## src/design/adcri_params.svh

```systemverilog
// register indices, field positions, reset values and counts of the converter front end
`ifndef ADCRI_PARAMS_SVH
`define ADCRI_PARAMS_SVH
// ****************************************
// register indices (byte address = 4*index)
// ****************************************
`define ADCRI_IDX_CLK_SETUP 16'hFF13
`define ADCRI_IDX_CONV_CTRL 16'hFF80
`define ADCRI_IDX_RES_HIGH 16'hFF81
`define ADCRI_IDX_RES_LOW 16'hFF82
`define ADCRI_IDX_AIN_SEL 16'hFFE8
`define ADCRI_IDX_AOUT_SEL 16'hFFE9
`define ADCRI_IDX_IRQ_STAT 16'hFF2A
`define ADCRI_IDX_IRQ_MASK 16'hFF26
// ****************************************
// field positions
// ****************************************
`define ADCRI_DIV_MSB 2
`define ADCRI_DIV_LSB 0
`define ADCRI_GATE_BIT 3
`define ADCRI_START_BIT 7
`define ADCRI_DELEG_BIT 4
`define ADCRI_REFSW_BIT 3
`define ADCRI_CHAN_MSB 2
`define ADCRI_CHAN_LSB 0
`define ADCRI_AOUT0_BIT 6
`define ADCRI_AOUT1_BIT 7
`define ADCRI_DONE_BIT 7
`define ADCRI_RES_LOW_W 2
// ****************************************
// reset values and prescaler terminals
// ****************************************
`define ADCRI_RST_BYTE 8'h00
`define ADCRI_RST_DIV 3'h0
`define ADCRI_RST_CHAN 3'h0
`define ADCRI_RST_RES 10'h000
`define ADCRI_TERM_DIV16 4'hF
`define ADCRI_TERM_DIV8 4'h7
`define ADCRI_TERM_DIV4 4'h3
`define ADCRI_TERM_DIV2 4'h1
`define ADCRI_TERM_DIV1 4'h0
`endif

```

## src/design/adcri_pkg.sv

```systemverilog
// types shared by the converter front end
package adcri_pkg;
  // ****************************************
  // request toward the conversion core
  // ****************************************
  typedef struct packed {
    logic start;
    logic [2:0] chan;
    logic clk_tick;
  } adcri_conv_req_t;
  // ****************************************
  // answer from the conversion core
  // ****************************************
  typedef struct packed {
    logic done;
    logic [9:0] data;
  } adcri_conv_rsp_t;
  // ****************************************
  // routing of the shared port pins
  // ****************************************
  typedef struct packed {
    logic [7:0] ain_sel;
    logic [1:0] aout_sel;
    logic [7:0] port_out;
    logic [7:0] port_oe;
  } adcri_pins_t;
endpackage : adcri_pkg

```

## src/design/adcri_top.sv

```systemverilog
// converter control register front end behind a classic wishbone slave
`timescale 1ns/10ps
`default_nettype none
`include "adcri_params.svh"

module adcri_top (
  input wire logic i_core_clk,
  input wire logic i_reset,
  input wire logic i_wb_cyc,
  input wire logic i_wb_stb,
  input wire logic i_wb_we,
  input wire logic [17:0] i_wb_adr,
  input wire logic [3:0] i_wb_sel,
  input wire logic [31:0] i_wb_dat,
  output logic [31:0] o_wb_dat,
  output logic o_wb_ack,
  output adcri_pkg::adcri_conv_req_t o_conv_req,
  input wire adcri_pkg::adcri_conv_rsp_t i_conv_rsp,
  input wire logic i_panel_ref_on,
  output logic o_ref_on,
  input wire logic [7:0] i_port_dir,
  input wire logic [7:0] i_port_data,
  output adcri_pkg::adcri_pins_t o_pins,
  output logic o_irq
);
  import adcri_pkg::*;

  // ****************************************
  // bus decode
  // ****************************************
  // access timing, seen from the master:
  // - first edge with cyc and stb high raises ack
  // - the edge that samples ack high lands a write
  // - ack falls on the edge after, even if stb stays
  // - a held stb would see ack every other cycle
  // misaligned or unlaned accesses are still acked,
  // so a stray master never hangs on this slave
  // only the low byte lane carries register data
  logic req; // live request
  logic ack_r; // registered acknowledge
  logic wr_fire; // write takes effect now
  logic [15:0] idx; // register index
  logic word_ok; // aligned word access
  logic lane0; // low byte lane enabled
  logic [7:0] wbyte; // written byte

  assign req = i_wb_cyc & i_wb_stb;
  assign idx = i_wb_adr[17:2];
  assign word_ok = (i_wb_adr[1:0] == 2'h0);
  assign lane0 = i_wb_sel[0];
  assign wbyte = i_wb_dat[7:0];
  // writes land on the edge where ack is seen
  assign wr_fire = req & i_wb_we & ack_r & word_ok & lane0;

  // per register write strobes
  logic wr_clk; // clock setup write
  logic wr_ctrl; // conversion control write
  logic wr_ain; // input select write
  logic wr_aout; // output select write
  logic wr_stat; // status write
  logic wr_mask; // mask write

  assign wr_clk = wr_fire & (idx == `ADCRI_IDX_CLK_SETUP);
  assign wr_ctrl = wr_fire & (idx == `ADCRI_IDX_CONV_CTRL);
  assign wr_ain = wr_fire & (idx == `ADCRI_IDX_AIN_SEL);
  assign wr_aout = wr_fire & (idx == `ADCRI_IDX_AOUT_SEL);
  assign wr_stat = wr_fire & (idx == `ADCRI_IDX_IRQ_STAT);
  assign wr_mask = wr_fire & (idx == `ADCRI_IDX_IRQ_MASK);

  // acknowledge one cycle after request, drop next
  always_ff @(posedge i_core_clk) begin
    if (i_reset) begin
      ack_r <= 1'b0;
    end else begin
      ack_r <= req & ~ack_r;
    end
  end

  assign o_wb_ack = ack_r;

  // ****************************************
  // control registers
  // ****************************************
  logic [2:0] div_r; // prescaler ratio field
  logic gate_r; // converter clock gate
  logic deleg_r; // reference delegation
  logic refsw_r; // reference switch
  logic [2:0] chan_r; // channel select
  logic [7:0] ain_r; // analog input select
  logic aout0_r; // pin six to output
  logic aout1_r; // pin seven to output
  logic done_r; // complete flag, sticky
  logic mask_r; // complete flag mask
  logic [9:0] res_r; // conversion result
  logic start_r; // one cycle start pulse

  // clock setup register
  always_ff @(posedge i_core_clk) begin
    if (i_reset) begin
      div_r <= `ADCRI_RST_DIV;
      gate_r <= 1'b0;
    end else if (wr_clk) begin
      div_r <= wbyte[`ADCRI_DIV_MSB:`ADCRI_DIV_LSB];
      gate_r <= wbyte[`ADCRI_GATE_BIT];
    end
  end

  // conversion control register
  always_ff @(posedge i_core_clk) begin
    if (i_reset) begin
      deleg_r <= 1'b0;
      refsw_r <= 1'b0;
      chan_r <= `ADCRI_RST_CHAN;
    end else if (wr_ctrl) begin
      deleg_r <= wbyte[`ADCRI_DELEG_BIT];
      refsw_r <= wbyte[`ADCRI_REFSW_BIT];
      chan_r <= wbyte[`ADCRI_CHAN_MSB:`ADCRI_CHAN_LSB];
    end
  end

  // start trigger, a one is a pulse, a zero does nothing
  always_ff @(posedge i_core_clk) begin
    if (i_reset) begin
      start_r <= 1'b0;
    end else begin
      start_r <= wr_ctrl & wbyte[`ADCRI_START_BIT];
    end
  end

  // analog input select register
  always_ff @(posedge i_core_clk) begin
    if (i_reset) begin
      ain_r <= `ADCRI_RST_BYTE;
    end else if (wr_ain) begin
      ain_r <= wbyte;
    end
  end

  // analog output select register, only two bits kept
  always_ff @(posedge i_core_clk) begin
    if (i_reset) begin
      aout0_r <= 1'b0;
      aout1_r <= 1'b0;
    end else if (wr_aout) begin
      aout0_r <= wbyte[`ADCRI_AOUT0_BIT];
      aout1_r <= wbyte[`ADCRI_AOUT1_BIT];
    end
  end

  // ****************************************
  // result and completion flag
  // ****************************************
  // the core answers with a one cycle done pulse;
  // its data is only trusted in that same cycle,
  // so the result is latched there and held until
  // the next completion. the two result bytes are
  // not locked together: software reads both
  // before it starts the next conversion
  // result captured when the core reports done
  always_ff @(posedge i_core_clk) begin
    if (i_reset) begin
      res_r <= `ADCRI_RST_RES;
    end else if (i_conv_rsp.done) begin
      res_r <= i_conv_rsp.data;
    end
  end

  // sticky flag, set beats a same cycle clear
  always_ff @(posedge i_core_clk) begin
    if (i_reset) begin
      done_r <= 1'b0;
    end else if (i_conv_rsp.done) begin
      done_r <= 1'b1;
    end else if (wr_stat & wbyte[`ADCRI_DONE_BIT]) begin
      done_r <= 1'b0; // write one to clear
    end
  end

  // mask gating the flag onto the interrupt
  always_ff @(posedge i_core_clk) begin
    if (i_reset) begin
      mask_r <= 1'b0;
    end else if (wr_mask) begin
      mask_r <= wbyte[`ADCRI_DONE_BIT];
    end
  end

  // level interrupt while an unmasked flag stands
  assign o_irq = done_r & mask_r;

  // ****************************************
  // prescaler
  // ****************************************
  // the divided clock is a tick, one core cycle wide,
  // once per ratio period; the core steps only on it.
  // terminal count is ratio minus one, so ratio one
  // ticks on every cycle. closing the gate clears the
  // counter, so the next opening starts a clean
  // period. a ratio change while running only costs
  // one short or long period, never a lost counter.
  // starting a conversion with the gate closed stalls
  // the core; that is left to software to avoid
  logic [3:0] term; // last count of a period
  logic [3:0] pcnt_r; // prescaler counter
  logic tick_r; // divided clock tick

  // ratio from the divider field, top bit wins
  always_comb begin
    term = `ADCRI_TERM_DIV1;
    if (div_r[2]) begin
      term = `ADCRI_TERM_DIV16;
    end else begin
      unique case (div_r[1:0])
        2'h3: term = `ADCRI_TERM_DIV8;
        2'h2: term = `ADCRI_TERM_DIV4;
        2'h1: term = `ADCRI_TERM_DIV2;
        2'h0: term = `ADCRI_TERM_DIV1;
      endcase
    end
  end

  // counter restarts if the ratio shrinks below it
  always_ff @(posedge i_core_clk) begin
    if (i_reset) begin
      pcnt_r <= 4'h0;
    end else if (!gate_r) begin
      pcnt_r <= 4'h0;
    end else if (pcnt_r >= term) begin
      pcnt_r <= 4'h0;
    end else begin
      pcnt_r <= pcnt_r + 4'h1;
    end
  end

  // one tick per period, none while gated off
  always_ff @(posedge i_core_clk) begin
    if (i_reset) begin
      tick_r <= 1'b0;
    end else begin
      tick_r <= gate_r & (pcnt_r >= term);
    end
  end

  // ****************************************
  // conversion core request
  // ****************************************
  always_comb begin
    o_conv_req.start = start_r;
    o_conv_req.chan = chan_r;
    o_conv_req.clk_tick = tick_r;
  end

  // ****************************************
  // reference and pin routing
  // ****************************************
  // priority per pin: analog output, then analog
  // input, then plain port. only pins six and seven
  // have an output role. the reference pull uses the
  // effective reference, so a delegated panel drives
  // the external switch pin just like the register
  logic ref_on; // reference actually on
  logic [7:0] aout_pin; // pins taken by outputs
  logic [7:0] ain_eff; // pins routed as inputs
  logic [7:0] spare; // pins left to the port

  // panel controls the reference when delegated
  assign ref_on = deleg_r ? i_panel_ref_on : refsw_r;
  assign o_ref_on = ref_on;

  // output selects mark pins six and seven
  assign aout_pin = {aout1_r, aout0_r, 6'h00};

  // per pin routing
  genvar g;
  generate
    for (g = 0; g < 8; g++) begin : g_pin
      // output select overrides input select
      assign ain_eff[g] = ain_r[g] & ~aout_pin[g];
      // pin free when neither analog role holds
      assign spare[g] = ~ain_r[g] & ~aout_pin[g];
      // driven output holding one goes low with reference
      assign o_pins.port_out[g] = i_port_data[g] & ~ref_on;
      assign o_pins.port_oe[g] = spare[g] & i_port_dir[g];
    end
  endgenerate

  assign o_pins.ain_sel = ain_eff;
  assign o_pins.aout_sel = {aout1_r, aout0_r};

  // ****************************************
  // read back
  // ****************************************
  // the byte is built combinationally from the live
  // address and captured on the request edge, so it
  // stands through the ack cycle and is zero when
  // the bus is idle. write-only bits (gate, start)
  // never reach the read path. unmapped indices and
  // misaligned addresses fall through to zero
  logic [7:0] rbyte; // byte for the addressed register

  // unassigned bits and unmapped words read zero
  always_comb begin
    rbyte = 8'h00;
    if (word_ok) begin
      unique case (idx)
        `ADCRI_IDX_CLK_SETUP: begin
          // gate bit does not read back
          rbyte[`ADCRI_DIV_MSB:`ADCRI_DIV_LSB] = div_r;
        end
        `ADCRI_IDX_CONV_CTRL: begin
          // start bit always reads zero
          rbyte[`ADCRI_DELEG_BIT] = deleg_r;
          rbyte[`ADCRI_REFSW_BIT] = refsw_r;
          rbyte[`ADCRI_CHAN_MSB:`ADCRI_CHAN_LSB] = chan_r;
        end
        `ADCRI_IDX_RES_HIGH: begin
          rbyte = res_r[9:2];
        end
        `ADCRI_IDX_RES_LOW: begin
          rbyte[`ADCRI_RES_LOW_W-1:0] = res_r[1:0];
        end
        `ADCRI_IDX_AIN_SEL: begin
          rbyte = ain_r;
        end
        `ADCRI_IDX_AOUT_SEL: begin
          rbyte[`ADCRI_AOUT0_BIT] = aout0_r;
          rbyte[`ADCRI_AOUT1_BIT] = aout1_r;
        end
        `ADCRI_IDX_IRQ_STAT: begin
          rbyte[`ADCRI_DONE_BIT] = done_r;
        end
        `ADCRI_IDX_IRQ_MASK: begin
          rbyte[`ADCRI_DONE_BIT] = mask_r;
        end
        default: begin
          rbyte = 8'h00; // unmapped
        end
      endcase
    end
  end

  // read data captured with the request, held through ack
  always_ff @(posedge i_core_clk) begin
    if (i_reset) begin
      o_wb_dat <= 32'h0000_0000;
    end else if (req & ~ack_r) begin
      o_wb_dat <= {24'h000000, rbyte};
    end else if (!req) begin
      o_wb_dat <= 32'h0000_0000;
    end
  end

endmodule // adcri_top
`default_nettype wire

```

## config.mk

```make
export PLATFORM = sky130hd
export DESIGN_NAME = adcri_top
export DESIGN_NICKNAME = d
export VERILOG_FILES = /design/src/design/adcri_pkg.sv /design/src/design/adcri_top.sv
export VERILOG_INCLUDE_DIRS = /design/src /design/src/design
export SDC_FILE = /design/constraint.sdc
export NUM_CORES = 1
export LEC_CHECK = 0
export BUFFER_PORTS_ARGS = -buffer_cell sky130_fd_sc_hd__buf_2
export CAP_MARGIN = 20
export CORE_MARGIN = 3
export CORE_UTILIZATION = 25
export CTS_CLUSTER_SIZE = 10
export DETAILED_ROUTE_END_ITERATION = 8
export PLACE_DENSITY_LB_ADDON = 0.25
export SYNTH_ARGS = -nofsm -noshare
export SYNTH_HDL_FRONTEND = slang
export SYNTH_SLANG_ARGS = --single-unit
```

## constraint.sdc

```tcl
create_clock -name i_core_clk -period 2.3 [get_ports i_core_clk]
set_clock_uncertainty 0.1 [all_clocks]
set_input_delay 0.115 -clock i_core_clk [delete_from_list [all_inputs] [get_ports i_core_clk]]
set_output_delay 0.115 -clock i_core_clk [all_outputs]
set_load 0.02 [all_outputs]
```

==> results.py, run 1 <==
metrics = {
    "logic_synthesis": {
        "synth.top_cells.by_count": "46 x dfxtp_1, 40 x nor2_1, 34 x buf_4, 33 x mux2i_1, 14 x nand2_1",
        "synthMuxAreaShare": 0.130,
        "yosysUniqueCellTypes": 46,
        "synth-warning-count": 0,
        "syn_area_mm2": 0.00254,
        "ys.flop_type": "dfxtp_1",
        "ys_ff_latch": 46,
        "yosysTopAreaCell": "dfxtp_1",
        "synth_cells": 291,
        "synthArstFlopShare": 0,
        "synth_compound_area_frac": 0.0901,
        "synth_top_area_frac": 0.362,
        "synth_top_family_by_area": "simple AND/OR/NAND/NOR gates",
        "yosysMostFrequentCell": "dfxtp_1",
        "synth_edf_count": 0,
        "synth-simple-area-share": 0.258,
        "ys_seq_area_frac": 0.362,
        "synth_adder_area_share": 0.0246,
        "syn_avg_cell_area_um2": 8.73,
        "synth_area_leaders": "dfxtp_1 36%, mux2i_1 13%, buf_4 10%, nor2_1 5.9%, a21oi_1 2.6%",
        "synth_xor_area_frac": 0.00689,
    },
    "placement": {
        "post_dp_cell_area_mm2": 0.00305,
        "gp_congestion": 0.777,
        "post-place-cells": 509,
        "io_buffers": 101,
        "place_hpwl_um": 5720,
        "post-place-ws_ns": 0.231,
    },
    "clock_tree": {
        "cts.sinks": 46,
        "post_cts_buffers": 0,
        "cts_root_buf": "clkbuf_8",
        "cts_inserted_buffers": 5,
        "clk_pin_slew_ns": 0.09,
        "cts.repair.resized": 0,
        "clock_path_buffers": 2,
        "clkLatencyLatePin_ns": 0.30,
        "cts.htree.levels": 2,
        "cts_tree": "yes",
    },
    "floorplanning": {
        "io_pins": 153,
        "core_mm2": 0.00982,
        "die_h_um": 107,
        "die_w_um": 107,
        "initial_core_util": 0.259,
        "fp-row-count": 36,
        "dieArea_mm2": 0.0114,
    },
    "global_routing": {
        "grtUsageTotal": 0.125,
        "antenna_found_initial": 0,
        "grt-ovfl-total": 0,
        "grt_max_degree": 18,
        "grt_pass1_vias": 2237,
        "grt_pass1_wl_um": 11300,
    },
    "detailed_routing": {
        "vias_per_cell": 4.44,
        "postRouteAntennaNets": 0,
        "routed-via-count": 2378,
        "drtIter0Drc": 127,
        "wl_per_cell_um": 13.6,
        "drt-total-wl_um": 7270,
        "route.detailed.drc": 0,
        "firstDrtPassIters": 4,
    },
    "worst_setup_path": {
        "crit_path_start": "div_r[0]",
        "end_kind": "flip-flop",
        "critPathArrivalTime_ns": 2.24,
        "cp_slowest_cell": "or3_1",
        "worstReg2RegStart": "div_r[0]",
        "worstSetupPathType": "reg -> reg",
        "cpMostUsedCell": "a21o_1",
        "max_stage_delay_ns": 0.39,
        "path_cells": "or3_1, ha_1, nand2b_1, a21o_1, a21o_1, a211o_1, nor2_1",
        "cp.required_ns": 2.43,
        "worstSetupStartpointType": "flip-flop",
        "path_max_fanout": 4,
    },
    "sta": {
        "rsz0062_at_grt": "false",
        "slew_headroom": 0.593,
        "slew_violations": 0,
        "fmax_mhz": 475,
        "setup_slack_ns": 0.193,
        "finalCritPeriodShare": 0.916,
        "worst_slew_pin_slew_ns": 0.605,
        "min_period_ns": 2.11,
        "fin_tns_setup_ns": 0,
        "finalHoldViolCount": 0,
        "finalSetupViolations": 0,
    },
    "power_and_ir_drop": {
        "power_mw": 1.56,
        "p_sw_frac": 0.265,
        "power_frac_comb": 0.147,
        "ir_drop_v": 0.000220,
        "p_clk_frac": 0.331,
        "power_density_mw_per_mm2": 471,
        "p_seq_frac": 0.522,
        "power_leakage_nw": 1.57,
        "power_switching_mw": 0.415,
        "intPower_mw": 1.15,
    },
    "run_status": {
        "outcome": "finished, final reports clean",
    },
    "layout": {
        "fin_nets": 493,
        "final_area_mm2": 0.00332,
        "area_growth_pct": 30.7,
        "layout.cells.non_filler": 535,
        "drive_above_1_share": 0.308,
        "n_antenna_cell": 0,
    },
    "hold_path": {
        "hold_start": "i_wb_dat[3]",
        "hold_path_class": "in -> reg",
    },
    "run": {
        "max_cap_violations": 0,
    },
}
==> state kept, by name, summed over array words and instances (netlist names), 3 cells and up <==
register,cells
ain_r,8
chan_r,3
div_r,3
o_wb_dat,8
pcnt_r,4
res_r,10
==> area by class of cell <==
class	count	area (um^2)
tap	133	166
multi-input combinational	217	1390
fill	1087	6500
timing repair buffer	126	738
clock buffer	7	86.3
clock inverter	1	5.00
sequential	46	921
inverter	5	18.8
==> power groups by stage <==
stage | clock network (mW) | logic, mW | registers (mW)
after floorplan | 0 | 0.147 | 0.832
after global placement | 0 | 0.205 | 0.834
after detailed placement | 0 | 0.207 | 0.834
after CTS | 0.540 | 0.231 | 0.816
after global routing | 0.569 | 0.250 | 0.817
final | 0.518 | 0.230 | 0.816
==> critical path, delay by kind of cell, from the launching register on <==
kind / cells / cell delay, ns
fa+ha+maj: 1 / 0.27
compound gates: 3 / 0.68
simple gates: 3 / 0.64
flops: 1 / 0.35
==> layer usage <==
metal	GRT usage	wire length [um]	share of wire
met1	0.170	3300	0.45
met2	0.198	3310	0.46
met3	0.0325	597	0.082
met4	0.0301	63	0.0087
met5	0	0	0
==> worst paths after layout <==
kind / to / slack, ns / cells past startpoint
worst min register to register: o_wb_dat[5] / 0.36 / 2
worst max-delay path: pcnt_r[3] / 0.19 / 7
worst min-delay path: gate_r / 0.009 / 3
worst max register to register: pcnt_r[3] / 0.19 / 7
==> cells by family after synthesis <==
| logic type | count (synthesis) |
|---|---|
| AND/OR/NAND/NOR | 119 |
| buffers and inverters | 51 |
| multiplexers | 33 |
| flip-flops | 46 |
| other | 1 |
| adder cells (fa/ha/maj) | 5 |
| XOR/XNOR | 2 |
| AO/OA/AOI/OAI | 34 |
==> cell usage in the layout, fill, tap and decap left out, types with 8 or more instances in the layout <==
master and instances:
and3_1 8, conb_1 24, buf_2 101, and2_1 10, a21oi_1 13, nor2b_1 10
dlygate4sd3_1 18, nor2_1 40, nand2_1 14, mux2i_1 33, dfxtp_1 46
==> what timing repair did <==
item / in CTS / in global routing
endpoints found under the setup margin: 0 / 0
hold endpoints to repair: 21 / 0
hold buffers: 18 / 0
==> metrics by stage <==
| step | utilization | hold slack, ns |
|---|---|---|
| after global routing | 0.338 | 0.0339 |
| after detailed placement | 0.311 | 0.255 |
| after floorplan | - | 0.158 |
| after global placement | 0.311 | 0.253 |
| after CTS | 0.338 | 0.00412 |
| final | 0.338 | 0.00895 |
(Power assumes the default switching activity.)
==> inputs of run 2 (changes only) <==
- CORE_UTILIZATION: 25 -> 44
==> run 2 against run 1 <==
Against the previous run: die area decreased by 41%; power increased by 5.4%; critical path depth unchanged; routed wire length decreased by 11%; non-clock buffer count increased by 1; clock power increased by 16%; sequential share of layout area increased by 0.38 points; count of clock-buffer cells in the layout decreased by 1; critical endpoint unchanged.
==> results.py, run 2 (synthesis gave the netlist of run 1 again) <==
metrics = {
    "clock_tree": {
        "clk_pin_slew_ns": 0.08,
        "cts.htree.levels": 2,
        "clock_path_buffers": 2,
        "cts_tree": "yes",
        "clkLatencyLatePin_ns": 0.29,
        "cts.sinks": 46,
        "cts_inserted_buffers": 5,
        "cts_root_buf": "clkbuf_8",
    },
    "detailed_routing": {
        "top_layer": "met4",
        "firstDrtPassIters": 4,
        "wl_met1_um": 2790,
        "routed-via-count": 2359,
        "vias_per_cell": 4.98,
        "drtIter0Drc": 100,
        "wl_per_cell_um": 13.7,
        "route.detailed.drc": 0,
        "drt-total-wl_um": 6480,
        "postRouteAntennaNets": 0,
        "route.met3.wl_um": 551,
        "wl_met2_um": 3050,
    },
    "power_and_ir_drop": {
        "power_switching_mw": 0.395,
        "intPower_mw": 1.25,
        "power_density_mw_per_mm2": 503,
        "ir_drop_v": 0.000312,
        "power_leakage_nw": 1.59,
        "p_clk_frac": 0.366,
        "power_frac_comb": 0.139,
        "p_seq_frac": 0.495,
        "p_sw_frac": 0.240,
    },
    "layout": {
        "largest_reg_flops": 10,
        "area_growth_pct": 29.0,
        "drive_above_1_share": 0.308,
        "final_cell_mix": "101 x buf_2, 46 x dfxtp_1, 40 x nor2_1, 33 x mux2i_1, 24 x conb_1",
        "final_common_cell": "buf_2",
        "multi_input_area_mm2": 0.00139,
        "reg_top3": "res_r (10), ain_r (8), o_wb_dat (8)",
        "layout.cells.non_filler": 474,
        "n_fill_cell": 529,
        "regArea_um2": 921,
        "fin_nets": 494,
        "n_antenna_cell": 0,
        "largest-register": "res_r",
    },
    "global_routing": {
        "grt_max_degree": 32,
        "grt_pass1_vias": 2060,
        "grt_pass1_wl_um": 9690,
        "grtUsageTotal": 0.188,
        "antenna_found_initial": 0,
        "grt-ovfl-total": 0,
    },
    "sta": {
        "whs_ns": 0.0718,
        "rsz0062_at_grt": "false",
        "worst_slew_pin_slew_ns": 0.566,
        "min_period_ns": 2.08,
        "finalCritPeriodShare": 0.906,
        "finalHoldViolCount": 0,
        "slew_headroom": 0.623,
        "fmax_mhz": 480,
        "slew_violations": 0,
        "finalSetupViolations": 0,
        "fin_tns_setup_ns": 0,
    },
    "run": {
        "max_cap_violations": 0,
    },
    "floorplanning": {
        "io_pins": 153,
        "initial_core_util": 0.459,
        "core_mm2": 0.00554,
        "die_h_um": 82.0,
        "fp-row-count": 27,
        "die_w_um": 82.0,
        "dieArea_mm2": 0.00672,
    },
    "hold_path": {
        "hold_path_class": "in -> reg",
    },
    "placement": {
        "io_buffers": 101,
        "place_hpwl_um": 5020,
        "gp_congestion": 0.816,
        "post-place-cells": 448,
    },
    "worst_setup_path": {
        "path_max_fanout": 4,
        "cp.required_ns": 2.44,
        "crit_path_start": "div_r[0]",
        "r2r-end": "pcnt_r[3]",
        "worstSetupPathType": "reg -> reg",
        "end_kind": "flip-flop",
        "critPathArrivalTime_ns": 2.22,
        "r2r_slack_ns": 0.22,
        "r2r_cells": 7,
        "worstSetupStartpointType": "flip-flop",
        "endpoint": "pcnt_r[3]",
        "worstReg2RegStart": "div_r[0]",
    },
    "run_status": {
        "outcome": "finished, final reports clean",
    },
}
-- run 2: changes by cell type in the layout (fill, tap and decap cells not counted), sizes merged --
cell         delta
bufinv          +1
clkbuf          -1
clkinv          -1
dlygate4sd3     +1
-- run 2: per-stage QoR --
step,area [um^2],utilization,setup WS [ns],total power [mW]
6_report,3280,0.591,0.216,1.65
3_3_place_gp,2970,0.537,0.265,1.03
4_1_cts,3280,0.591,0.202,1.67
3_5_place_dp,2970,0.537,0.233,1.04
2_1_floorplan,2630,-,0.330,0.979
5_1_grt,3280,0.591,0.0885,1.71
-- run 2: timing repair --
item / CTS / global route
resized for setup: 0 / 0
setup buffers: 0 / 0
endpoints found under the hold margin: 24 / 0
endpoints found under the setup margin: 0 / 0
hold buffers: 19 / 0
-- run 2: worst min-delay path by stage --
stage                      from        to  slack (ns)  cells after the start
floorplan              i_wb_stb  o_wb_ack        0.16                      2
global placement    i_wb_dat[5]  ain_r[5]        0.25                      3
finish              i_wb_dat[7]  ain_r[7]        0.07                      3
CTS                 i_wb_dat[7]  ain_r[7]        0.07                      3
detailed placement  i_wb_dat[5]  ain_r[5]        0.25                      3
global route        i_wb_dat[7]   start_r        0.07                      2
-- run 2: worst max-delay path, cell delays in order, from the launching register on --
cell	delay [ns]
dfxtp_1	0.34
or3_1	0.38
ha_1	0.27
nand2b_1	0.14
a21o_1	0.17
a21o_1	0.18
a211o_1	0.34
nor2_1	0.11
-- run 2: layout make-up --
| class | instances | share of cell area |
|---|---|---|
| Clock buffer | 6 | 0.0252 |
| Clock inverter | 1 | 0.00916 |
| Multi-Input combinational cell | 217 | 0.423 |
| Timing Repair Buffer | 127 | 0.228 |
| Tap cell | 72 | 0.0275 |
| Inverter | 5 | 0.00573 |
| Sequential cell | 46 | 0.281 |
-- run 2: metal layers --
metal  track usage  vias to the layer above
li1              -                     1176
met1         0.239                     1078
met2         0.316                       97
met3        0.0439                        8
met4        0.0581                        0
met5             0                        -
-- run 2: power by group through the flow --
stage                     Sequential, mW  Combinational [mW]  Clock, mW
after global routing               0.817               0.250      0.648
final                              0.816               0.228      0.603
after global placement             0.834               0.199          0
after floorplan                    0.832               0.147          0
after detailed placement           0.834               0.202          0
after CTS                          0.816               0.227      0.627
==> inputs of run 3 (changes only) <==
- ABC_AREA: default -> 1
- CORE_UTILIZATION: 44 -> 45
==> run 3 against run 2 <==
Against the previous run: global-route usage increased by 0.66 points; critical path type unchanged; register-to-register slack better by 0.42 ns; fmax is 25% higher.
==> results.py, run 3 <==
metrics = {
    "worst_setup_path": {
        "path_max_fanout": 10,
        "cpMostUsedCell": "inv_2",
        "cp.depth": 7,
        "cpLargestDelayFamily": "simple AND/OR/NAND/NOR gates",
        "cp.required_ns": 2.38,
        "max_stage_delay_ns": 0.40,
        "worstSetupStartpointType": "flip-flop",
        "r2r_cells": 7,
        "cp_slowest_cell": "dfxtp_1",
        "r2r_slack_ns": 0.64,
        "critPathArrivalTime_ns": 1.75,
        "crit_buf_inv": 2,
        "end_kind": "flip-flop",
        "worstSetupPathType": "reg -> reg",
        "path_cells": "inv_2, nor2_8, nand4_4, inv_2, nand3_2, o21ai_0, a21oi_1",
    },
    "global_routing": {
        "antenna_found_initial": 0,
        "grt_max_degree": 30,
        "grtUsageTotal": 0.195,
        "grt_pass1_vias": 2537,
        "grt_pass1_wl_um": 11400,
        "grt-ovfl-total": 0,
    },
    "layout": {
        "fin_nets": 587,
        "largest_reg_flops": 10,
        "largest-register": "res_r",
        "utilization": 0.593,
        "final_area_mm2": 0.00336,
        "final_common_cell": "buf_2",
        "layout.cells.non_filler": 568,
        "area_growth_pct": 23.2,
        "final_cell_mix": "101 x buf_2, 65 x nor2_1, 46 x inv_1, 46 x dfxtp_1, 45 x nand3_1",
        "reg_top3": "res_r (10), ain_r (8), o_wb_dat (8)",
        "drive_above_1_share": 0.274,
        "n_antenna_cell": 0,
    },
    "power_and_ir_drop": {
        "power_density_mw_per_mm2": 489,
        "power_leakage_nw": 1.73,
        "ir_drop_v": 0.000367,
    },
    "logic_synthesis": {
        "yosysMostFrequentCell": "nor2_1",
        "synth_top_area_frac": 0.337,
        "synth_cells": 391,
        "yosysTopAreaCell": "dfxtp_1",
        "yosysUniqueCellTypes": 33,
        "synth_area_leaders": "dfxtp_1 34%, buf_4 9.3%, nor2_1 8.9%, nand3_1 8.2%, inv_1 6.3%",
        "synth-warning-count": 0,
        "ys_seq_area_frac": 0.337,
        "synth.top_cells.by_count": "65 x nor2_1, 46 x dfxtp_1, 46 x inv_1, 45 x nand3_1, 40 x nand2_1",
        "synth_edf_count": 0,
        "ys_ff_latch": 46,
        "ys.flop_type": "dfxtp_1",
        "synthArstFlopShare": 0,
        "syn_area_mm2": 0.00273,
        "syn_avg_cell_area_um2": 6.98,
    },
    "hold_path": {
        "whs_path_depth": 3,
        "hold_path_class": "in -> reg",
    },
    "detailed_routing": {
        "route.detailed.drc": 0,
        "vias_per_cell": 4.75,
        "routed-via-count": 2698,
        "drt-total-wl_um": 6780,
        "postRouteAntennaNets": 0,
        "wl_per_cell_um": 11.9,
        "firstDrtPassIters": 4,
        "drtIter0Drc": 168,
    },
    "clock_tree": {
        "hold_buffers": 15,
        "cts.htree.levels": 2,
        "cts_tree": "yes",
        "cts_inserted_buffers": 5,
        "post_cts_buffers": 0,
        "cts.sinks": 46,
        "clkLatencyLatePin_ns": 0.30,
        "clock_path_buffers": 2,
        "clk_pin_slew_ns": 0.09,
        "cts_root_buf": "clkbuf_8",
        "cts.repair.resized": 0,
    },
    "placement": {
        "io_buffers": 101,
        "place_hpwl_um": 5350,
        "gp_congestion": 0.788,
        "post_dp_cell_area_mm2": 0.00311,
        "post-place-cells": 545,
    },
    "run": {
        "max_cap_violations": 0,
    },
    "floorplanning": {
        "die_h_um": 83.9,
        "die_w_um": 83.9,
        "initial_core_util": 0.481,
        "io_pins": 153,
        "core_mm2": 0.00568,
        "dieArea_mm2": 0.00704,
        "fp-row-count": 27,
    },
    "sta": {
        "finalHoldViolCount": 0,
        "rsz0062_at_grt": "false",
        "finalSetupViolations": 0,
        "finalCritPeriodShare": 0.723,
        "whs_ns": 0.00171,
        "slew_headroom": 0.531,
        "slew_violations": 0,
        "min_period_ns": 1.66,
        "fmax_mhz": 601,
        "worst_slew_pin_slew_ns": 0.703,
        "fin_tns_setup_ns": 0,
    },
    "run_status": {
        "outcome": "finished, final reports clean",
    },
}
[run 3: changes by cell type in the layout (fill, tap and decap cells not counted), moves of 6 or more]
cell     before  now
inv_1         5   46
nand3_1       4   45
mux2i_1      33    0
nand2_1      14   40
nor2_1       40   65
o21ai_0       4   23
a21oi_1      13   24
and2_1       10    0
nor2b_1      10    0
and3_1        8    0
nor2_4        0    7
buf_4         7    1
o21ai_1       0    6
[run 3: tightest hold or removal path, stage by stage]
cell	delay [ns]
buf_2	0.09
inv_1	0.05
a21oi_1	0.10
[run 3: per-stage QoR]
stage / worst slack [ns] / total power, mW
after floorplan: 0.736 / 0.995
after global placement: 0.693 / 1.05
after detailed placement: 0.632 / 1.05
after CTS: 0.613 / 1.65
after global routing: 0.401 / 1.71
final: 0.636 / 1.64
[run 3: per-layer routing]
layer	routed length (um)	vias to the layer above	GRT usage
met1	2970	1195	0.249
met2	3280	100	0.342
met4	51	0	0.0453
li1	-	1398	-
met5	0	-	0
met3	471	5	0.0326
[run 3: path summary, 6_finish.rpt]
kind,end,from
setup reg to reg,refsw_r,o_wb_ack
hold / removal,ain_r[3],i_wb_dat[3]
setup / recovery,refsw_r,o_wb_ack
hold reg to reg,o_wb_dat[3],o_wb_dat[3]
[run 3: kinds of logic (layout without fill, tap and decap cells)]
logic type               Yosys count  in the layout  synth area share
flip-flops                        46             46             0.337
buffers and inverters             94            176             0.185
adder cells (fa/ha/maj)            5              5            0.0229
AND/OR/NAND/NOR                  183            183             0.329
other                              1             24           0.00137
AO/OA/AOI/OAI                     60             60             0.119
XOR/XNOR                           2              2           0.00642
[run 3: report_power, final]
part	switching (mW)	internal, mW	total, mW
combinational	0.148	0.0885	0.237
clock	0.262	0.325	0.587
sequential	0.00903	0.810	0.819
[run 3: area by class of cell]
cell class | instances | area, um^2
Clock buffer | 7 | 76.3
Fill cell | 572 | 2310
Tap cell | 72 | 90.1
Sequential cell | 46 | 921
Inverter | 51 | 191
Multi-Input combinational cell | 274 | 1390
Timing Repair Buffer | 117 | 663
Clock inverter | 1 | 30.0
